==> src/apt_params.svh <==
// Constants for the ambient and conversion-reset phase timer
`ifndef APT_PARAMS_SVH
`define APT_PARAMS_SVH

`define APT_CLK_SYS_HZ 100000000
`define APT_TIMEBASE_HZ 4000000
`define APT_TB_DIV (`APT_CLK_SYS_HZ / `APT_TIMEBASE_HZ)

`define APT_ADDR_AMB_START 8'h13
`define APT_ADDR_AMB_END 8'h14
`define APT_ADDR_RST0_START 8'h15
`define APT_ADDR_RST0_END 8'h16
`define APT_ADDR_RST1_START 8'h17
`define APT_ADDR_RST1_END 8'h18
`define APT_ADDR_RST2_START 8'h19
`define APT_ADDR_RST2_END 8'h1a
`define APT_ADDR_PERIOD 8'h1d
`define APT_ADDR_CTRL 8'h1e

`define APT_WIN_REGS 8
`define APT_WINDOWS 4
`define APT_CTRL_EN_BIT 8
`define APT_COUNT_RESET 16'h0000
`define APT_ENABLE_RESET 1'b0

`define APT_ADDR_BITS 8
`define APT_DATA_BITS 24

`endif

==> src/apt_pkg.sv <==
// Types shared by the phase timer modules
package apt_pkg;
  typedef logic [15:0] apt_count_t;
  typedef logic [23:0] apt_word_t;
  typedef enum logic [1:0] {
    SPI_IDLE = 2'b00,
    SPI_ADDR = 2'b01,
    SPI_DATA = 2'b11,
    SPI_DONE = 2'b10
  } apt_spi_state_t;
endpackage : apt_pkg

==> src/apt_tb_if.sv <==
// Timebase carrier from the period counter to the phase windows
`timescale 1ns/10ps
`default_nettype none
interface apt_tb_if;
  logic run;
  apt_pkg::apt_count_t count;
  modport src (output run, output count);
  modport snk (input run, input count);
endinterface : apt_tb_if
`default_nettype wire

==> src/apt_phase_window.sv <==
// One phase window: high from its start count through its end count
`timescale 1ns/10ps
`default_nettype none
module apt_phase_window (
  // Clock and reset
  input wire logic clk_sys,
  input wire logic rst_n,
  // Timebase
  apt_tb_if.snk tb,
  // Programmed window
  input wire apt_pkg::apt_count_t start_count,
  input wire apt_pkg::apt_count_t end_count,
  // Phase
  output logic phase
);
  logic phase_r;
  logic phase_nxt;

  always_comb begin
    // Inclusive window, gated by the timer enable
    phase_nxt = tb.run && (tb.count >= start_count) && (tb.count <= end_count);
  end

  always_ff @(posedge clk_sys or negedge rst_n) begin
    if (!rst_n) begin
      phase_r <= 1'b0;
    end else begin
      phase_r <= phase_nxt;
    end
  end

  assign phase = phase_r;
endmodule : apt_phase_window
`default_nettype wire

==> src/apt_timer.sv <==
// Phase timer top: SPI register slave, period timebase and phase windows
`timescale 1ns/10ps
`default_nettype none
`include "apt_params.svh"
module apt_timer (
  // Clock and reset
  input wire logic clk_sys,
  input wire logic rst_n,
  // SPI pins
  input wire logic spi_sclk,
  input wire logic spi_ste_n,
  input wire logic spi_simo,
  output logic spi_somi,
  input wire logic spi_read_mode,
  // Phase outputs
  output logic led1_ambient_phase,
  output logic [2:0] conv_reset_phase
);
  localparam logic [4:0] DIV_LAST = 5'(`APT_TB_DIV - 1);
  localparam logic [4:0] ADDR_LAST = 5'(`APT_ADDR_BITS - 1);
  localparam logic [4:0] DATA_LAST = 5'(`APT_DATA_BITS - 1);

  // Pin synchronisers; stage 0 feeds only stage 1
  logic [2:0] sclk_sync_r;
  logic [2:0] sclk_sync_nxt;
  logic [1:0] ste_sync_r;
  logic [1:0] ste_sync_nxt;
  logic [1:0] simo_sync_r;
  logic [1:0] simo_sync_nxt;
  logic [1:0] rdm_sync_r;
  logic [1:0] rdm_sync_nxt;

  always_comb begin
    sclk_sync_nxt = {sclk_sync_r[1:0], spi_sclk};
    ste_sync_nxt = {ste_sync_r[0], spi_ste_n};
    simo_sync_nxt = {simo_sync_r[0], spi_simo};
    rdm_sync_nxt = {rdm_sync_r[0], spi_read_mode};
  end

  always_ff @(posedge clk_sys or negedge rst_n) begin
    if (!rst_n) begin
      sclk_sync_r <= 3'h0;
      ste_sync_r <= 2'h3;
      simo_sync_r <= 2'h0;
      rdm_sync_r <= 2'h0;
    end else begin
      sclk_sync_r <= sclk_sync_nxt;
      ste_sync_r <= ste_sync_nxt;
      simo_sync_r <= simo_sync_nxt;
      rdm_sync_r <= rdm_sync_nxt;
    end
  end

  logic sclk_rise;
  logic sclk_fall;
  logic ste_n_s;
  logic simo_s;
  logic read_mode_s;
  assign sclk_rise = sclk_sync_r[1] && !sclk_sync_r[2];
  assign sclk_fall = !sclk_sync_r[1] && sclk_sync_r[2];
  assign ste_n_s = ste_sync_r[1];
  assign simo_s = simo_sync_r[1];
  assign read_mode_s = rdm_sync_r[1];

  // Register file
  apt_pkg::apt_count_t win_r [`APT_WIN_REGS];
  apt_pkg::apt_count_t win_nxt [`APT_WIN_REGS];
  apt_pkg::apt_count_t period_r;
  apt_pkg::apt_count_t period_nxt;
  logic enable_r;
  logic enable_nxt;
  logic wr_en;
  logic [7:0] addr_r;
  logic [7:0] addr_nxt;
  apt_pkg::apt_word_t in_sh_r;
  apt_pkg::apt_word_t in_sh_nxt;
  apt_pkg::apt_count_t wr_data;
  logic [7:0] win_idx;

  // Upper byte of a write is dropped; only the count is kept
  assign wr_data = {in_sh_r[14:0], simo_s};
  assign win_idx = addr_r - `APT_ADDR_AMB_START;

  always_comb begin
    win_nxt = win_r;
    period_nxt = period_r;
    enable_nxt = enable_r;
    if (wr_en) begin
      if (addr_r >= `APT_ADDR_AMB_START && addr_r <= `APT_ADDR_RST2_END) begin
        win_nxt[win_idx[2:0]] = wr_data;
      end else if (addr_r == `APT_ADDR_PERIOD) begin
        period_nxt = wr_data;
      end else if (addr_r == `APT_ADDR_CTRL) begin
        enable_nxt = wr_data[`APT_CTRL_EN_BIT];
      end
    end
  end

  always_ff @(posedge clk_sys or negedge rst_n) begin
    if (!rst_n) begin
      for (int i = 0; i < `APT_WIN_REGS; i++) begin
        win_r[i] <= `APT_COUNT_RESET;
      end
      period_r <= `APT_COUNT_RESET;
      enable_r <= `APT_ENABLE_RESET;
    end else begin
      win_r <= win_nxt;
      period_r <= period_nxt;
      enable_r <= enable_nxt;
    end
  end

  function automatic apt_pkg::apt_word_t read_value(input logic [7:0] a);
    apt_pkg::apt_word_t v;
    logic [7:0] idx;
    v = 24'h000000;
    idx = a - `APT_ADDR_AMB_START;
    if (a >= `APT_ADDR_AMB_START && a <= `APT_ADDR_RST2_END) begin
      v = {8'h00, win_r[idx[2:0]]};
    end else if (a == `APT_ADDR_PERIOD) begin
      v = {8'h00, period_r};
    end else if (a == `APT_ADDR_CTRL) begin
      v[`APT_CTRL_EN_BIT] = enable_r;
    end
    return v;
  endfunction : read_value

  // SPI frame: 8 address bits then 24 data bits, MSB first
  apt_pkg::apt_spi_state_t spi_state_r;
  apt_pkg::apt_spi_state_t spi_state_nxt;
  logic [4:0] bit_cnt_r;
  logic [4:0] bit_cnt_nxt;
  apt_pkg::apt_word_t out_sh_r;
  apt_pkg::apt_word_t out_sh_nxt;
  logic somi_r;
  logic somi_nxt;
  logic reading_r;
  logic reading_nxt;

  always_comb begin
    spi_state_nxt = spi_state_r;
    bit_cnt_nxt = bit_cnt_r;
    in_sh_nxt = in_sh_r;
    addr_nxt = addr_r;
    out_sh_nxt = out_sh_r;
    reading_nxt = reading_r;
    wr_en = 1'b0;
    if (ste_n_s) begin
      spi_state_nxt = apt_pkg::SPI_IDLE;
      bit_cnt_nxt = 5'h00;
      reading_nxt = 1'b0;
    end else begin
      case (spi_state_r)
        apt_pkg::SPI_IDLE: begin
          spi_state_nxt = apt_pkg::SPI_ADDR;
          bit_cnt_nxt = 5'h00;
        end
        apt_pkg::SPI_ADDR: begin
          if (sclk_rise) begin
            in_sh_nxt = {in_sh_r[22:0], simo_s};
            bit_cnt_nxt = bit_cnt_r + 5'h01;
            if (bit_cnt_r == ADDR_LAST) begin
              addr_nxt = {in_sh_r[6:0], simo_s};
              out_sh_nxt = read_value({in_sh_r[6:0], simo_s});
              reading_nxt = read_mode_s;
              bit_cnt_nxt = 5'h00;
              spi_state_nxt = apt_pkg::SPI_DATA;
            end
          end
        end
        apt_pkg::SPI_DATA: begin
          if (sclk_rise) begin
            in_sh_nxt = {in_sh_r[22:0], simo_s};
            bit_cnt_nxt = bit_cnt_r + 5'h01;
            if (bit_cnt_r == DATA_LAST) begin
              wr_en = !reading_r;
              spi_state_nxt = apt_pkg::SPI_DONE;
            end
          end else if (sclk_fall && bit_cnt_r != 5'h00) begin
            out_sh_nxt = {out_sh_r[22:0], 1'b0};
          end
        end
        apt_pkg::SPI_DONE: begin
          // Extra clocks are ignored until select rises
          spi_state_nxt = apt_pkg::SPI_DONE;
        end
        default: begin
          spi_state_nxt = apt_pkg::SPI_IDLE;
        end
      endcase
    end
    somi_nxt = reading_nxt && (spi_state_nxt == apt_pkg::SPI_DATA) && out_sh_nxt[23];
  end

  always_ff @(posedge clk_sys or negedge rst_n) begin
    if (!rst_n) begin
      spi_state_r <= apt_pkg::SPI_IDLE;
      bit_cnt_r <= 5'h00;
      in_sh_r <= 24'h000000;
      addr_r <= 8'h00;
      out_sh_r <= 24'h000000;
      somi_r <= 1'b0;
      reading_r <= 1'b0;
    end else begin
      spi_state_r <= spi_state_nxt;
      bit_cnt_r <= bit_cnt_nxt;
      in_sh_r <= in_sh_nxt;
      addr_r <= addr_nxt;
      out_sh_r <= out_sh_nxt;
      somi_r <= somi_nxt;
      reading_r <= reading_nxt;
    end
  end

  assign spi_somi = somi_r;

  // Timebase: 4 MHz tick from the system clock, period counter on the tick
  logic [4:0] presc_r;
  logic [4:0] presc_nxt;
  apt_pkg::apt_count_t cnt_r;
  apt_pkg::apt_count_t cnt_nxt;
  logic tick;
  assign tick = enable_r && (presc_r == DIV_LAST);

  always_comb begin
    presc_nxt = 5'h00;
    cnt_nxt = 16'h0000;
    if (enable_r) begin
      presc_nxt = tick ? 5'h00 : presc_r + 5'h01;
      cnt_nxt = cnt_r;
      if (tick) begin
        cnt_nxt = (cnt_r >= period_r) ? 16'h0000 : cnt_r + 16'h0001;
      end
    end
  end

  always_ff @(posedge clk_sys or negedge rst_n) begin
    if (!rst_n) begin
      presc_r <= 5'h00;
      cnt_r <= 16'h0000;
    end else begin
      presc_r <= presc_nxt;
      cnt_r <= cnt_nxt;
    end
  end

  apt_tb_if tbus ();
  assign tbus.run = enable_r;
  assign tbus.count = cnt_r;

  logic [3:0] phase_w;
  for (genvar g = 0; g < `APT_WINDOWS; g++) begin : g_win
    apt_phase_window u_win (
      .clk_sys(clk_sys),
      .rst_n(rst_n),
      .tb(tbus.snk),
      .start_count(win_r[2 * g]),
      .end_count(win_r[2 * g + 1]),
      .phase(phase_w[g])
    );
  end

  assign led1_ambient_phase = phase_w[0];
  assign conv_reset_phase = phase_w[3:1];

  // Checks
  logic wrote_any_r;
  always_ff @(posedge clk_sys or negedge rst_n) begin
    if (!rst_n) begin
      wrote_any_r <= 1'b0;
    end else begin
      wrote_any_r <= wrote_any_r || wr_en;
    end
  end
endmodule : apt_timer
`default_nettype wire

==> config.mk <==
export PLATFORM = sky130hd
export DESIGN_NAME = apt_timer
export DESIGN_NICKNAME = d
export VERILOG_FILES = /design/src/apt_pkg.sv /design/src/apt_tb_if.sv /design/src/apt_phase_window.sv /design/src/apt_timer.sv
export VERILOG_INCLUDE_DIRS = /design/src
export SDC_FILE = /design/constraint.sdc
export NUM_CORES = 1
export LEC_CHECK = 0
export ABC_AREA = 1
export BUFFER_PORTS_ARGS = -buffer_cell sky130_fd_sc_hd__buf_4
export CAP_MARGIN = 20
export CORE_MARGIN = 10
export CORE_UTILIZATION = 40
export DETAILED_ROUTE_END_ITERATION = 10
export PLACE_DENSITY_LB_ADDON = 0.12
export SLEW_MARGIN = 20
export SYNTH_ARGS = -nofsm -noshare
export SYNTH_HDL_FRONTEND = slang
export SYNTH_SLANG_ARGS = --single-unit
==> constraint.sdc <==
create_clock -name clk_sys -period 2.85 [get_ports clk_sys]
set_input_delay 0.1425 -clock clk_sys [delete_from_list [all_inputs] [get_ports clk_sys]]
set_output_delay 0.1425 -clock clk_sys [all_outputs]
set_load 0.005 [all_outputs]
## Word-level counts from Yosys, hierarchy flattened

Index checks and enable logic that the tools add are counted.

- Divide/modulo/power cells: 0
- $mul: 0
- Equality and inequality tests: 18
- Add/subtract/negate cells: 5
- Bitwise logic cells: 5
- Mux-type cells: 41
- $lt $le $gt $ge: 16
- Reduce and logical (&&, ||, !) cells: 32
- Shift-type cells: 0

Operator list:

| cell | count |
|---|---|
| $bwmux 128 | 1 |
| $mux 24 | 5 |
| $mux 16 | 7 |
| $ge 16x16->1 | 5 |
| $le 16x16->1 | 4 |
| $bmux 16 s3 | 1 |
| $demux 16 s3 | 1 |
| $pmux 24 s2 | 1 |
| $eq 8x5->1 const B | 4 |
| $mux 5 | 6 |
| $logic_and 1x1->1 | 17 |
| $add 16x1->16 const B | 1 |
| $ge 8x5->1 const B | 2 |
| $le 8x5->1 const B | 2 |
| $pmux 5 s3 | 1 |
| $add 5x1->5 const B | 2 |
| $eq 5x5->1 const B | 2 |
| $mux 1 | 10 |
| $mux 2 | 5 |
| $reduce_and 3->1 | 3 |
| $ge 4x4->1 const B | 2 |
| $mux 8 | 1 |
| $ne 2x2->1 const B | 4 |
| $not 3->4 | 2 |
| other kinds (19) | 28 |

- Flip-flop bits (word level): 235
- Memories: 0
- Word-level logic and storage cells: 145
- Output and inout port bits: 5
- Bits in read-only memories: 0
- Bits in latches: 0
- Memory bits (writable): 0

## Depth between registers and ports, before layout

Gate-level depths: netlist of the first run.

- Depth after elaboration: 11
- Depth in mapped cells: 14
- Gate-level depth less buffers: 12

## By module

From an unflattened synthesis of the first run, not the netlist that was laid out.

- Cell total of the unflattened synthesis: 2117
- Area total of the unflattened synthesis: 15391.0 um^2

Modules (own cells, without submodules):

| module | cells each | area an instance (um^2) | times used |
|---|---|---|---|
| apt_timer | 1545 | 11807.6 | 1 |
| apt_phase_window | 143 | 895.9 | 4 |

## Worst setup path after synthesis of the first run

No wires, ideal clock.

- Path kind: register to register
- Start point: reg simo_sync_r[1]
- End point: reg out_sh_r[3]
- Clock period less this slack: 2.361 ns
- Arrival: 2.283 ns
- Setup slack: 0.489 ns
- Library setup time: 0.078 ns
- Cell stages (with the launch flop): 15
- Cell sequence: dfrtp_1 buf_2 buf_2 inv_1 clkbuf_1 ha_1 clkbuf_1 inv_1 clkbuf_1 a21oi_1 o21ai_0 nand3_1 nand3_1 nand3_1 a21boi_1

- Cells in the longest elaborated chain, start to end: 9
- Elaborated cells on any way between the ends: 14

RTL lines:

| element | line | source |
|---|---|---|
| start: declaration | apt_timer.sv:28 | `logic [1:0] simo_sync_r;` |
| start signal: assignment | apt_timer.sv:49 | `simo_sync_r <= simo_sync_nxt;` |
| $sub 3x2->3 (no source line) | n/a |  |
| $not 3->4 (implied by the code) | apt_timer.sv:119 | `v = {8'h00, win_r[idx[2:0]]};` |
| $bmux 16 s3 | apt_timer.sv:119 |  |
| $mux 16 (implied by the code) (2 in a row) | apt_timer.sv:119 |  |
| $mux 16 * | apt_timer.sv:118 | `` if (a >= `APT_ADDR_AMB_START && a <= `APT_ADDR_RST2_END) begin `` |
| $mux 24 * | apt_timer.sv:162 | `if (bit_cnt_r == ADDR_LAST) begin` |
| $mux 24 * | apt_timer.sv:159 | `if (sclk_rise) begin` |
| $pmux 24 s2 * | apt_timer.sv:153 | `case (spi_state_r)` |
| end signal: assignment | apt_timer.sv:209 | `out_sh_r <= out_sh_nxt;` |
| end: declaration | apt_timer.sv:133 | `apt_pkg::apt_word_t out_sh_r;` |

Mark *: on every way between the ends. The rest lies on a longest branch, timed or not. The select of a mux whose other input is x is not followed.
A chain may end at the register's enable or synchronous reset.

## Final worst setup path of the first run

- Start point: reg cnt_r[9]
- End point: reg cnt_r[9]

- Cells in the longest elaborated chain, start to end: 4
- Elaborated cells on any way between the ends: 5

RTL lines:

| element | line | source |
|---|---|---|
| start: declaration | apt_timer.sv:220 | `apt_pkg::apt_count_t cnt_r;` |
| start signal: assignment | apt_timer.sv:243 | `cnt_r <= cnt_nxt;` |
| $add 16x1->16 or $ge 16x16->1 (tied branches) | apt_timer.sv:232 | `cnt_nxt = (cnt_r >= period_r) ? 16'h0000 : cnt_r + 16'h0001;` |
| $mux 16 * | apt_timer.sv:232 |  |
| $mux 16 * | apt_timer.sv:231 | `if (tick) begin` |
| $mux 16 * | apt_timer.sv:228 | `if (enable_r) begin` |

Marks and branches as above.

==> results.md, run 1 <==
* Synth Register Bits at 235
* GRT overflow at 0
* Worst hold path class: input port to async pin
* FMAX at 0.4377 GHz
* Die height at 209.0 µm
* Worst slew margin at 48.08%
* Area of the die at 0.04370 mm²
* Hold Fails Final Rpt at 0
* Ports at 11
* Initial antenna violation count at 0
* Largest cells by area after synthesis: dfrtp_1 (41%), ha_1 (14%), o21ai_0 (9.7%)
* Outcome: finished, final reports clean
* Net count after synthesis at 1995
* Crit end category: flop
* Met3 usage in global routing at 3.057%
* WHS at 0.1779 ns
* Placed cells at 2267
* Root Driver: clkbuf_16
* Mean Syn Cell Area at 7.811 µm²
* # Post-CTS Setup Buffers at 0
* Footprint of the multi-input gates at 0.007133 mm²
* Crit-path most repeated cell: nand2_1
* TritonCTS Sinks at 235
* Sequential area share after synthesis at 41.16%
* Commonest non-fill, non-tap cells in the layout: nand2_1 (361), o21ai_0 (278), inv_1 (244)
* Cell variety after synth at 32
* Met2 usage in global routing at 30.47%
* Dominant synthesized flop cell: dfrtp_1
* Max VDD drop at 0.4968 mV
* Drt via density at 5.186
* Crit path launch type: flop
* Routed Antenna Nets at 0
* Setup TNS at 0 ns
* Core Box Area at 0.03540 mm²
* Synthesis Warnings at 0
* Commonest non-fill, non-tap cell in the layout: nand2_1
* Fin crit share at 80.17%
* Leading area contributor after synthesis: dfrtp_1
* Nets at 2006
* Final WL at 42.69 mm
* Total power at 8.067 mW
* CTS tree: done
* MaxCap Viol Count at 0
* Post-synthesis cell count at 1830
* Fraction of registers with async set/reset at 100.0%
* Crit path buf inv count at 0
* Crit path time final at 2.285 ns
* Worst-margin pin slew at 0.7788 ns
* WP data arrival at 2.76 ns
* Top Usage Layer GRT: met2
* Fill cell total of the finished layout at 3548
* PortBufs at 10
* DRC violations left at 0
* CTS H-tree lvls at 1
* GPL Wtd Cong at 0.8799
* Width of the die at 209.0 µm
* Fraction of layout cells with a size suffix above 1 at 5.860%
* Drt pass-1 iters at 5
* CP peak stage delay at 0.75 ns
* Power Density at 505.7 mW/mm²
* Initial Util at 40.38%
* LEAKAGE at 7.512 nW
* Maximum root-to-sink buffer count at 3
* Sequential cell area at 0.005887 mm²
* Setup Skew at 0.01702 ns
* Synthesized area at 0.01429 mm²
* Wire per inst at 18.39 µm
* Gr usage total at 19.46%
* First-pass GRT wire length at 68.05 mm
* Num CTS Buffers at 28
* Area grow syn2layout at 11.61%
* RSZ-0062 raised after global routing: false
* Number of setup violations in the final report at 0
* Ant. Diodes at 0
* Crit-path cells: ha_1, nand2_1, nand2_1, nand2_1, nand2_1, a21oi_1, nand4_1, a21oi_1
* Vias in the first global route at 11650
* Critical path's slowest cell: dfrtp_1
* GR Layer Usage met1 at 27.03%
* Starting DRC count in detailed routing at 894
* Final Max Slew Viols at 0
* Clock latency on the worst-skew pair at 0.57 ns
* Via count at 12040
* CP top delay family: flip-flops
* CTS clock-pin slew for the worst setup and hold paths at 0.06 ns
* Row cnt at 69
* Crit path kind: flop to flop
* Worst-path fanout max at 14
* EDFF count, synth at 0
* DP Wirelength at 30.64 mm
* Worst Path Required at 3.33 ns
* Share of the synthesized area in the top cell type at 40.79%
* Largest net degree at the start of global routing at 126
* Cell Count, Final, Fillers Out at 2321
cell type report:
type / instances / area share [%]
inverters: 247 / 5.812
repair buffers: 60 / 3.263
clock inverters: 4 / 0.1412
multi-input cells: 1269 / 44.71
flip-flops and latches: 235 / 36.90
clock buffers: 45 / 5.553
well taps: 461 / 3.616
what timing repair did:
action | CTS | global route
hold endpoints to repair | 91 | 0
hold buffers | 5 | 0
resized for setup | 0 | 0
cell families (layout without fill, tap and decap cells):
logic type | after synthesis | in the layout | synth area share (%)
XOR/XNOR | 15 | 15 | 0.9717
flip-flops | 235 | 235 | 41.16
adder cells (fa/ha/maj) | 159 | 159 | 13.92
AO/OA/AOI/OAI | 469 | 469 | 16.89
AND/OR/NAND/NOR | 626 | 626 | 18.12
buffers and inverters | 326 | 356 | 8.937
Yosys cell counts, types with 2 or more instances:
master / count
o21ai_0: 278
buf_2: 31
nand3_1: 113
ha_1: 159
clkbuf_1: 41
dfrtp_1: 233
a21boi_1: 15
o21a_1: 6
buf_4: 4
nand2_1: 361
nor2_1: 109
buf_1: 3
inv_2: 3
inv_1: 244
o21ai_1: 6
o22ai_1: 7
nor3_1: 19
xor2_1: 13
nand4_1: 16
nor3b_1: 2
dfstp_2: 2
nor2_2: 2
a21oi_1: 154
stage by stage:
stage                     setup slack (ns)  cell area [µm²]  utilization (%)
after global routing                0.2990            15950            45.07
final                               0.5651            15950            45.07
after detailed placement            0.5847            14990            42.36
after global placement              0.6305            14990            42.36
after floorplan                     0.4890            14290                -
after CTS                           0.5666            15950            45.07
sequential cells by signal, summed over array words and instances (netlist names), 2 cells and up:
register           cells
g_win.u_win.phase      4
rdm_sync_r             2
cnt_r                 16
win_r                128
addr_r                 8
presc_r                5
sclk_sync_r            3
bit_cnt_r              5
out_sh_r              24
period_r              16
spi_state_r            2
ste_sync_r             2
simo_sync_r            2
in_sh_r               15
power by group:
group | internal (mW) | switching, mW | leakage [nW]
Sequential | 3.42 | 0.0452 | 3.22
Combinational | 0.309 | 0.741 | 3.84
Clock | 2.10 | 1.45 | 0.448
path summary, 6_finish.rpt:
| path | endpoint | from | cells after the start | slack [ns] |
|---|---|---|---|---|
| hold / removal | win_r[124] | rst_n | 2 | 0.18 |
| hold reg to reg | rdm_sync_r[1] | rdm_sync_r[0] | 0 | 0.35 |
| max in group asynchronous | ste_sync_r[1] | rst_n | 3 | 1.77 |
| setup reg to reg | cnt_r[9] | cnt_r[9] | 8 | 0.57 |
| min in group clk_sys | simo_sync_r[0] | spi_simo | 2 | 0.23 |
| setup / recovery | cnt_r[9] | cnt_r[9] | 8 | 0.57 |
per-layer routing:
layer  up-vias  routed length [µm]
li1       6050                   -
met1      5691               20550
met2       236               18930
met3        60                1966
met4         0                1245
met5         -                   0
Power figures use the tool's default switching activity.
==> run 2, diff against run 1 <==
clock period = 2.01 ns   (was 2.85 ns; I/O delays follow)
==> run 2 against run 1 <==
  * Fmax grew 16%
  * Sequential power grew 42%
  * Critical path depth grew 1
  * Via count grew 4.6%
  * Non-clock buffer count grew 63
  * Sequential cell count is the same
  * Clock-buffer cell count shrank 3
  * Critical path type unchanged
  * Critical endpoint is now out_sh_r[3]
  * Largest power group unchanged
==> results.md, run 2 (same netlist as run 1, synthesis figures left out) <==
* Crit end category: flop
* Drt via density at 5.262
* Width of the die at 209.0 µm
* Final WL at 44.70 mm
* Placed cell areas at 0.01563 mm²
* Largest net degree at the start of global routing at 57
* Starting DRC count in detailed routing at 1063
* Ant. Diodes at 0
* P_sw at 3.363 mW
* Die height at 209.0 µm
* Crit path kind: flop to flop
* Max VDD drop at 0.6906 mV
* Crit path time final at 1.963 ns
* TritonCTS Sinks at 235
* Reg2Reg Capture Point: out_sh_r[3]
* Reg with most FFs: win_r
* DP Wirelength at 32.26 mm
* Vias in the first global route at 12100
* Gr usage total at 20.02%
* Via count at 12590
* Root Driver: clkbuf_16
* MaxCap Viol Count at 0
* Reg power frac at 39.2%
* Largest register FFs at 128
* Final Util at 48.31%
* Worst slew margin at 58.26%
* DRC violations left at 0
* Worst Path Required at 2.50 ns
* Fraction of layout cells with a size suffix above 1 at 11.28%
* Drt pass-1 iters at 5
* Number of setup violations in the final report at 0
* Maximum root-to-sink buffer count at 3
* Hold Fails Final Rpt at 0
* GRT overflow at 0
* Area of the die at 0.04370 mm²
* Logic pwr share at 13.4%
* Area grow syn2layout at 19.63%
* Initial Util at 40.38%
* GPL Wtd Cong at 0.8741
* Core Box Area at 0.03540 mm²
* Setup Skew at 0.008589 ns
* PortBufs at 10
* Internal at 9.175 mW
* CP endpoint: out_sh_r[3]
* Footprint of the multi-input gates at 0.007281 mm²
* Crit path launch type: flop
* Fill cell total of the finished layout at 3412
* Wire per inst at 18.68 µm
* Num CTS Buffers at 30
* Final Instance Area at 0.01710 mm²
* Worst-margin pin slew at 0.6260 ns
* Commonest non-fill, non-tap cell in the layout: nand2_1
* Worst-path fanout max at 16
* Worst reg2reg path depth at 9
* First-pass GRT wire length at 70.15 mm
* CTS clock-pin slew for the worst setup and hold paths at 0.06 ns
* R2R Setup Slk at 0.05 ns
* Row cnt at 69
* Nets at 2073
* CTS tree: done
* Outcome: finished, final reports clean
* Crit Reg-Reg Startpoint: simo_sync_r[1]
* Initial antenna violation count at 0
* Power Density at 733.2 mW/mm²
* WP data arrival at 2.45 ns
* Sw Share at 26.82%
* Sequential cell area at 0.005893 mm²
* CTS H-tree lvls at 1
* Routed Antenna Nets at 0
* Fin crit share at 97.64%
* FMAX at 0.5095 GHz
* Ports at 11
* Top Registers: win_r x128, out_sh_r x24
* LEAKAGE at 8.060 nW
* RSZ-0062 raised after global routing: true
* Commonest non-fill, non-tap cells in the layout: nand2_1 (359), o21ai_0 (273), inv_1 (241)
* Final Max Slew Viols at 0
* Crit. Startpoint: simo_sync_r[1]
* Clock latency on the worst-skew pair at 0.56 ns
* Worst hold path class: input port to async pin
* Clock power frac at 47.4%
==> run 2: cell types whose count changed in the layout (fill, tap and decap cells not counted), sizes merged <==
cell and delta:
buf +61, nor2 +1, clkinv +3, clkinvlp +2
nand2 +1, bufinv +5, clkbuf -1
==> run 2: power by group through the flow <==
stage               clock, mW  combinational, mW  sequential [mW]
floorplan                   0              0.895             4.98
global placement            0               1.60             4.99
detailed placement          0               1.60             4.99
CTS                      6.08               1.63             4.91
global route             6.28               1.84             4.92
finish                   5.94               1.68             4.91
==> run 2: worst min-delay path by stage <==
stage               cells past startpoint   endpoint  slack [ns]
floorplan                               0  addr_r[0]       -0.20
global placement                        1  win_r[75]        0.03
detailed placement                      1  win_r[42]        0.03
CTS                                     2  win_r[42]        0.02
global route                            2  win_r[42]        0.04
finish                                  2  win_r[42]        0.03
==> run 2: worst max-delay path, cell delays in order (launching register included) <==
cell	delay, ns
dfrtp_4	0.50
buf_4	0.15
ha_1	0.20
buf_4	0.14
xor2_2	0.14
buf_6	0.23
nand3_1	0.20
nand3_1	0.13
nand3_1	0.07
a21boi_1	0.12
==> run 2: routing by layer <==
metal | routed length, µm | track usage (%) | part of all wire (%)
met1 | 20570 | 27.28 | 46
met2 | 20370 | 32.67 | 46
met3 | 2386 | 2.460 | 5.3
met4 | 1385 | 5.681 | 3.1
met5 | 0 | 0 | 0
==> run 2: cell type report <==
class / instances / area share, %
clock buffers: 42 / 5.305
inverters: 247 / 5.436
clock inverters: 14 / 1.207
well taps: 461 / 3.373
flip-flops and latches: 235 / 34.46
multi-input cells: 1271 / 42.58
repair buffers: 123 / 7.639
==> run 2: stage by stage <==
step	hold slack, ns	TNS, ns	power, mW	setup slack (ns)	instances
after detailed placement	0.02590	-1.456	6.596	-0.1178	2318
after floorplan	-0.1951	0	5.872	0.005039	1830
final	0.02890	0	12.54	0.04740	2393
after global routing	0.03502	-0.1239	13.04	-0.03051	2393
after CTS	0.02387	0	12.62	0.03539	2379
after global placement	0.02534	-0.8378	6.593	-0.07335	2318
==> run 2: timing repair <==
item                                    in CTS  in global routing
gates cloned                                 0                  5
endpoints found under the hold margin      237                  0
endpoints found under the setup margin      17                169
buffers inserted                             0                  9
pin swaps                                    0                  8
gates resized for setup                      3                 41
hold buffers                                 5                  0
